`src/dbk_pkg.sv`:
```
package dbk_pkg;
    // register addresses on the cpu core bus
    localparam logic [15:0] DBK_SHIFT_HI_ADDR = 16'hff02;
    localparam logic [15:0] DBK_SHIFT_LO_ADDR = 16'hff03;
    localparam logic [15:0] DBK_ADDR_HI_ADDR = 16'hff04;
    localparam logic [15:0] DBK_ADDR_LO_ADDR = 16'hff05;
    localparam logic [15:0] DBK_CCR_SAVE_ADDR = 16'hff06;
    // reset values for the storage registers
    localparam logic [15:0] DBK_SHIFT_RST = 16'h0000;
    localparam logic [15:0] DBK_ADDR_RST = 16'h0000;
    localparam logic [7:0] DBK_CCR_RST = 8'h00;
    // read-next and write-next pre-increment of index x
    localparam logic [15:0] DBK_NEXT_STEP = 16'h0002;
    // register-select field codes
    localparam logic [2:0] DBK_SEL_NONE0 = 3'h0;
    localparam logic [2:0] DBK_SEL_NONE1 = 3'h1;
    localparam logic [2:0] DBK_SEL_NEXT = 3'h2;
    localparam logic [2:0] DBK_SEL_PC = 3'h3;
    localparam logic [2:0] DBK_SEL_D = 3'h4;
    localparam logic [2:0] DBK_SEL_X = 3'h5;
    localparam logic [2:0] DBK_SEL_Y = 3'h6;
    localparam logic [2:0] DBK_SEL_SP = 3'h7;
    // breakpoint mode selector codes
    localparam logic [1:0] DBK_MODE_OFF = 2'h0;
    localparam logic [1:0] DBK_MODE_SWI_DUAL = 2'h1;
    localparam logic [1:0] DBK_MODE_BDM_FULL = 2'h2;
    localparam logic [1:0] DBK_MODE_BDM_DUAL = 2'h3;
    // binary-encoded register targets
    typedef enum logic [2:0] {
        DBK_TGT_NONE,
        DBK_TGT_NEXT,
        DBK_TGT_PC,
        DBK_TGT_D,
        DBK_TGT_X,
        DBK_TGT_Y,
        DBK_TGT_SP
    } dbk_target_t;
endpackage : dbk_pkg

```
`src/dbk_addr_cmp.sv`:
```
`timescale 1ns/1ps
`default_nettype none
// one address comparator with optional low-byte and r/w qualification
module dbk_addr_cmp
    import dbk_pkg::*;
(
    // bus
    input wire logic [15:0] bus_addr,
    input wire logic bus_read,
    // setup
    input wire logic [15:0] cmp_addr,
    input wire logic low_byte_address_compare,
    input wire logic rw_compare_enable,
    input wire logic rw_compare_value,
    // result
    output logic hit
);
    // range compare drops the low byte when low-byte compare is off
    always_comb begin
        hit = (bus_addr[15:8] == cmp_addr[15:8]);
        if (low_byte_address_compare) begin
            hit = hit && (bus_addr[7:0] == cmp_addr[7:0]);
        end
        if (rw_compare_enable) begin
            hit = hit && (bus_read == rw_compare_value);
        end
    end
endmodule : dbk_addr_cmp
`default_nettype wire

```
`src/dbk_top.sv`:
```
`timescale 1ns/1ps
`default_nettype none
// Function
// - decode register-select field to register target
// - next commands add two to x first
// - sixteen-bit shift register readable and writable
// - address hold register, debug-loaded, read-only
// - save condition code on debug entry
// - compare bus to setup, break on match
// - exactly three breakpoint modes
// - no breakpoints while debug mode active
// - only swi dual mode raises swi
// - swi dual ignores r/w compare settings
// - data-compare enable arms second breakpoint
// - size select ignored in dual modes
// - debug entry only when debug enabled
// - no hardware block when enable clear
// - debug dual honours all per-breakpoint settings except r/w compare, which program-only break drops
// - full mode data compare with byte masks
// - range compare by dropping low byte
// - tagged fetch breaks only on execution
// - tagging inhibited during single-step command
// - two-bit selector chooses breakpoint mode
// - program-only break or swi dual mode uses tagging, else boundary
module dbk_top
    import dbk_pkg::*;
(
    // clock and reset
    input wire logic sys_clk,
    input wire logic rst,
    // cpu core bus register access
    input wire logic [15:0] reg_addr,
    input wire logic reg_wr,
    input wire logic reg_rd,
    input wire logic [7:0] reg_wdata,
    output logic [7:0] reg_rdata,
    // debug hardware side
    input wire logic shift_load,
    input wire logic [15:0] shift_load_data,
    input wire logic addr_load,
    input wire logic [15:0] addr_load_data,
    input wire logic [2:0] register_select_field,
    input wire logic [15:0] index_x,
    output logic [2:0] cmd_target,
    output logic [15:0] next_addr,
    // debug state
    input wire logic background_debug_mode,
    input wire logic debug_enabled,
    input wire logic debug_entry,
    input wire logic [7:0] condition_code_value,
    input wire logic single_step_command,
    // breakpoint setup
    input wire logic [1:0] breakpoint_mode_select,
    input wire logic program_only_break,
    input wire logic [1:0] low_byte_address_compare,
    input wire logic data_compare_enable,
    input wire logic mask_high,
    input wire logic mask_low,
    input wire logic [1:0] rw_compare_enable,
    input wire logic [1:0] rw_compare_value,
    input wire logic size_select,
    input wire logic [15:0] bkp_addr,
    input wire logic [15:0] bkp_data,
    // cpu bus monitor
    input wire logic [15:0] bus_addr,
    input wire logic [15:0] bus_data,
    input wire logic bus_read,
    input wire logic bus_fetch,
    input wire logic tag_execute,
    input wire logic inst_boundary,
    // breakpoint results
    output logic tag_fetch,
    output logic debug_break_req,
    output logic software_interrupt
);
    logic [15:0] shift_r;
    logic [15:0] addr_hold_r;
    logic [7:0] ccr_save_r;
    logic pending_r;
    logic tag_armed_r;
    logic hit0, hit1, data_hit, match, tag_mode, swi_mode, bdm_mode;
    logic [15:0] unused_wide;

    // register-select decode, handed to the firmware command path
    always_comb begin
        case (register_select_field)
            DBK_SEL_NONE0: cmd_target = DBK_TGT_NONE;
            DBK_SEL_NONE1: cmd_target = DBK_TGT_NONE;
            DBK_SEL_NEXT: cmd_target = DBK_TGT_NEXT;
            DBK_SEL_PC: cmd_target = DBK_TGT_PC;
            DBK_SEL_D: cmd_target = DBK_TGT_D;
            DBK_SEL_X: cmd_target = DBK_TGT_X;
            DBK_SEL_Y: cmd_target = DBK_TGT_Y;
            DBK_SEL_SP: cmd_target = DBK_TGT_SP;
            default: cmd_target = DBK_TGT_NONE;
        endcase
    end

    // pre-incremented pointer; wraps at top of map like the cpu
    assign next_addr = 16'(index_x + DBK_NEXT_STEP);

    // shift register: serial load wins over a cpu write in the same cycle
    always_ff @(posedge sys_clk) begin
        if (rst) begin
            shift_r <= DBK_SHIFT_RST;
        end else if (shift_load) begin
            shift_r <= shift_load_data;
        end else if (reg_wr && reg_addr == DBK_SHIFT_HI_ADDR) begin
            shift_r[15:8] <= reg_wdata;
        end else if (reg_wr && reg_addr == DBK_SHIFT_LO_ADDR) begin
            shift_r[7:0] <= reg_wdata;
        end
    end

    // address hold: only the debug state machine loads it
    always_ff @(posedge sys_clk) begin
        if (rst) begin
            addr_hold_r <= DBK_ADDR_RST;
        end else if (addr_load) begin
            addr_hold_r <= addr_load_data;
        end
    end

    // condition code save: entry capture beats firmware write
    always_ff @(posedge sys_clk) begin
        if (rst) begin
            ccr_save_r <= DBK_CCR_RST;
        end else if (debug_entry) begin
            ccr_save_r <= condition_code_value;
        end else if (reg_wr && reg_addr == DBK_CCR_SAVE_ADDR) begin
            ccr_save_r <= reg_wdata;
        end
    end

    // read data from flops, zero for unmapped addresses
    always_ff @(posedge sys_clk) begin
        if (rst) begin
            reg_rdata <= 8'h00;
        end else if (reg_rd) begin
            case (reg_addr)
                DBK_SHIFT_HI_ADDR: reg_rdata <= shift_r[15:8];
                DBK_SHIFT_LO_ADDR: reg_rdata <= shift_r[7:0];
                DBK_ADDR_HI_ADDR: reg_rdata <= addr_hold_r[15:8];
                DBK_ADDR_LO_ADDR: reg_rdata <= addr_hold_r[7:0];
                DBK_CCR_SAVE_ADDR: reg_rdata <= ccr_save_r;
                default: reg_rdata <= 8'h00;
            endcase
        end
    end

    // mode decode
    assign swi_mode = (breakpoint_mode_select == DBK_MODE_SWI_DUAL);
    assign bdm_mode = (breakpoint_mode_select == DBK_MODE_BDM_FULL) ||
                      (breakpoint_mode_select == DBK_MODE_BDM_DUAL);
    // swi mode always tags program fetches
    assign tag_mode = swi_mode || program_only_break;

    // breakpoint 0 address compare; r/w ignored in swi mode
    dbk_addr_cmp u_cmp0 (
        .bus_addr(bus_addr),
        .bus_read(bus_read),
        .cmp_addr(bkp_addr),
        .low_byte_address_compare(low_byte_address_compare[0]),
        .rw_compare_enable(rw_compare_enable[0] && !swi_mode && !tag_mode),
        .rw_compare_value(rw_compare_value[0]),
        .hit(hit0)
    );

    // breakpoint 1 uses the data setup as a second address in dual modes
    dbk_addr_cmp u_cmp1 (
        .bus_addr(bus_addr),
        .bus_read(bus_read),
        .cmp_addr(bkp_data),
        .low_byte_address_compare(low_byte_address_compare[1]),
        .rw_compare_enable(rw_compare_enable[1] && !swi_mode && !tag_mode),
        .rw_compare_value(rw_compare_value[1]),
        .hit(hit1)
    );

    // full mode data compare with per-byte masks; size select never used
    assign data_hit = (!data_compare_enable) ||
                      ((mask_high || bus_data[15:8] == bkp_data[15:8]) &&
                       (mask_low || bus_data[7:0] == bkp_data[7:0]));
    assign unused_wide = {15'h0000, size_select};

    // match per mode; second breakpoint armed by data-compare enable
    always_comb begin
        case (breakpoint_mode_select)
            DBK_MODE_SWI_DUAL: match = hit0 || (data_compare_enable && hit1);
            DBK_MODE_BDM_DUAL: match = hit0 || (data_compare_enable && hit1);
            DBK_MODE_BDM_FULL: match = hit0 && (tag_mode || data_hit);
            default: match = 1'b0;
        endcase
    end

    // fetch tag marks the opcode; never while debug active or tracing
    assign tag_fetch = match && tag_mode && bus_fetch &&
                       !background_debug_mode && !single_step_command;

    // tagged opcode armed until it executes
    always_ff @(posedge sys_clk) begin
        if (rst) begin
            tag_armed_r <= 1'b0;
        end else if (background_debug_mode) begin
            tag_armed_r <= 1'b0;
        end else if (tag_fetch) begin
            tag_armed_r <= 1'b1;
        end else if (tag_execute) begin
            tag_armed_r <= 1'b0;
        end
    end

    // untagged match waits for the next instruction boundary
    always_ff @(posedge sys_clk) begin
        if (rst) begin
            pending_r <= 1'b0;
        end else if (background_debug_mode || breakpoint_mode_select == DBK_MODE_OFF) begin
            pending_r <= 1'b0;
        end else if (match && !tag_mode && !bus_fetch) begin
            pending_r <= 1'b1;
        end else if (match && !tag_mode) begin
            pending_r <= 1'b1;
        end else if (inst_boundary) begin
            pending_r <= 1'b0;
        end
    end

    // enable gates entry but is not enforced beyond that; firmware returns
    // and an unserviced match simply re-asserts
    always_comb begin
        debug_break_req = 1'b0;
        software_interrupt = 1'b0;
        if (!background_debug_mode) begin
            if (swi_mode) begin
                software_interrupt = tag_armed_r && tag_execute;
            end else if (bdm_mode && debug_enabled) begin
                debug_break_req = (tag_armed_r && tag_execute) ||
                                  (pending_r && inst_boundary);
            end
        end
    end
endmodule : dbk_top
`default_nettype wire

```
`config.mk`:
```
export PLATFORM = sky130hd
export DESIGN_NAME = dbk_top
export DESIGN_NICKNAME = d
export VERILOG_FILES = /design/src/dbk_pkg.sv /design/src/dbk_addr_cmp.sv /design/src/dbk_top.sv
export SDC_FILE = /design/constraint.sdc
export NUM_CORES = 1
export LEC_CHECK = 0
export BUFFER_PORTS_ARGS = -buffer_cell sky130_fd_sc_hd__buf_2
export CORE_UTILIZATION = 35
export CTS_CLUSTER_SIZE = 40
export DETAILED_ROUTE_END_ITERATION = 10
export MAX_ROUTING_LAYER = met4
export PLACE_DENSITY = 0.67
export SLEW_MARGIN = 20
export SYNTH_ARGS = -nofsm -noshare
export SYNTH_HDL_FRONTEND = slang
export SYNTH_SLANG_ARGS = --single-unit
```
`constraint.sdc`:
```
create_clock -name sys_clk -period 4 [get_ports sys_clk]
set_input_delay 0.8 -clock sys_clk [delete_from_list [all_inputs] [get_ports sys_clk]]
set_output_delay 0.8 -clock sys_clk [all_outputs]
set_load 0.01 [all_outputs]
```
==> impl_results.md <==
- Dpl ws: 0.540 ns
- Fin crit share: 0.873
- Most frequent cells in the layout: buf_2, nor2_1, dfxtp_1
- Area of the multi-input gates: 0.00223 mm²
- Fill cell count: 875
- RSZ-0062 raised after global routing: no
- Routed vias/inst: 5.12
- CP Data Required Time: 3.20 ns
- Synth warnings: 0
- CTS sink cnt: 50
- Post-CTS Repair Setup Buffers: 0
- Final worst slack: 0.509 ns
- CTS root buffer: clkbuf_8
- Min Hold Slack: 0.495 ns
- Placement Rows: 35
- P_leak: 2.21 nW
- Non-Filler Instances: 661
- R2R depth: 2
- Critical Path Max Stage Delay: 0.51 ns
- DR DRC count: 0
- H-tree levels: 2
- Setup-failing EPs final: 0
- GRT overflow: 0
- Headroom to the max-slew limit: 0.387
- Cells after DPL: 652
- Min Tclk post-route: 3.49 ns
- Distinct cells, synth: 47
- Synth top area cells: dfxtp_1, xor2_1, mux2i_1, mux2_2, nor2_1
- Most frequent CP cell: buf_2
- Die X: 99.3 µm
- Area delta synth->final: 35.7%
- TNS Setup: 0 ns
- PwrDens: 257 mW/mm²
- Die footprint: 0.00986 mm²
- Pwr Total: 1.16 mW
- CTS Buf Count: 5
- R2r endpoint: reg_rdata[0]
- Core Region: 0.00920 mm²
- Max rail drop VDD: 0.147 mV
- Worst Path Arrival: 2.69 ns
- Share of the synthesized area in the top cell type: 0.302
- Antenna-violating nets left: 0
- Seq. cell area: 0.00100 mm²
- Share of the yosys chip area belonging to registers: 0.302
- IO Port Bufs: 200
- Via Count: 3385
- Share of cells above drive strength 1: 0.443
- WS Path Type: in2out
- I/O pin cnt: 204
- Critical Path Fanout Max: 3
- Routed len/inst: 14.6 µm
- Post-DP HPWL: 7.84 mm
- Status: finished, final reports clean
- Maximum clock path buffer count: 2
- Crit path to: tag_fetch
- Syn Nets: 536
- Initial antenna violation count: 1
- Largest net degree at the start of global routing: 51
- CP top delay family: simple AND/OR/NAND/NOR gates
- Initial DRC Count: 113
- Post-synth EDFFs: 0
- Slew Limit Fails: 0
- CTS resizes: 0
- Worst-path clk slew: 0.09 ns
- Tot GR Track Use: 0.195
- Die Ht: 99.3 µm
- HP Class: reg2reg
- Mapped cell area: 0.00331 mm²
- Fmax: 286 MHz
- Critical-path cell list: buf_2 -> xor2_1 -> nor4_1 -> a21boi_0 -> nor2_1 -> or4bb_1 -> a21oi_1 -> buf_2
- Post-Syn Instances: 358
- Slew @ Worst Pin: 0.920 ns
- Flops & latches, synth: 50
- Syn Area/Cell: 9.26 µm²
- Routability Congestion: 0.827
- Crit Reg-Reg Startpoint: ccr_save_r[0]
- Ys flop type: dfxtp_1
- Leading cell type in the layout, fill and taps excluded: buf_2
- Reg2reg setup slack: 2.90 ns
- CTS tree: done
- Number of global-route vias before repair: 3360
- Final hold vios: 0
- Slowest stage cell, crit path: or4bb_1
- HP Start: reg_rdata[7]
- Initial core utilization: 0.360
- Clock Latency Late Sink: 0.30 ns
- Setup crit end kind: output pin
- CTS Hold Bufs: 0
- Final Skew: 0.00234 ns
- Router iterations before antenna repair: 7
- Worst setup path startpoint: bkp_addr[2]
- Setup crit start kind: primary input
- WP depth: 8
- Synth area leader: dfxtp_1
- WL final: 9.67 mm
- First-pass GRT wire length: 14.8 mm
- Layout Nets: 726
- Max Cap Viol: 0
- CP Buf/Inv Count: 2
- Ys async rst share: 0
## per-stage QoR
stage / cell area, µm² / util
after floorplan: 3310 / -
after global placement: 4390 / 0.477
after detailed placement: 4390 / 0.477
after CTS: 4500 / 0.489
after global routing: 4500 / 0.489
final: 4500 / 0.489
## synthesized netlist by cell type (2+ instances only)
master    count
a222oi_1      8
nand2b_1      2
a21boi_0      2
inv_1         4
nand3_1      11
nand4_1       2
mux2_2       24
dfxtp_1      50
mux2i_1      40
clkbuf_1     12
nor4_1       12
nor2b_1       5
a22oi_1       8
and3_1        5
xor2_1       48
nor2_1       54
buf_1         3
xnor2_1      15
a21oi_1       4
ha_1          4
a211oi_1      3
nand2_1      10
a311oi_1      8
## worst register-to-register path, stage by stage, from the launching register on
cell and delay [ns]:
dfxtp_1 0.32, a222oi_1 0.47, a311oi_1 0.16
## layout make-up
type / count / share of cell area
multi-input combinational: 287 / 0.496
tap: 111 / 0.0309
antenna: 1 / 0.000556
inverter: 4 / 0.00334
timing repair buffer: 200 / 0.223
sequential: 50 / 0.223
clock buffer: 8 / 0.0245
## logic make-up after synthesis
logic type	after synthesis	synth area share
buf+inv	21	0.0253
xor+xnor	63	0.166
compound gates	38	0.0940
fa+ha+maj	4	0.0151
simple gates	118	0.195
flops	50	0.302
mux	64	0.202
## power breakdown
part | internal (mW) | leakage (nW) | switching, mW
logic | 0.145 | 1.74 | 0.133
registers | 0.525 | 0.412 | 0.0142
clock network | 0.175 | 0.0575 | 0.164
total | 0.845 | 2.21 | 0.311
## worst min-delay path by stage
stage,end,cells past startpoint,slack (ns)
after floorplan,addr_hold_r[10],2,0.46
after global placement,addr_hold_r[9],2,0.47
after detailed placement,addr_hold_r[9],2,0.48
after CTS,reg_rdata[7],2,0.50
after global routing,reg_rdata[7],2,0.53
final,reg_rdata[7],2,0.50
## flip-flops by register name, indices dropped and copies added (netlist names)
register	count
addr_hold_r	16
shift_r	16
ccr_save_r	8
reg_rdata	8
pending_r	1
tag_armed_r	1
## per-layer routing
metal / part of all wire / track usage / up-vias
met5: 0 / - / -
li1: - / - / 1679
met2: 0.54 / 0.380 / 133
met1: 0.38 / 0.193 / 1555
met4: 0.017 / 0.0611 / 0
met3: 0.060 / 0.0379 / 18
No activity file was read; power rests on OpenSTA's default activity.
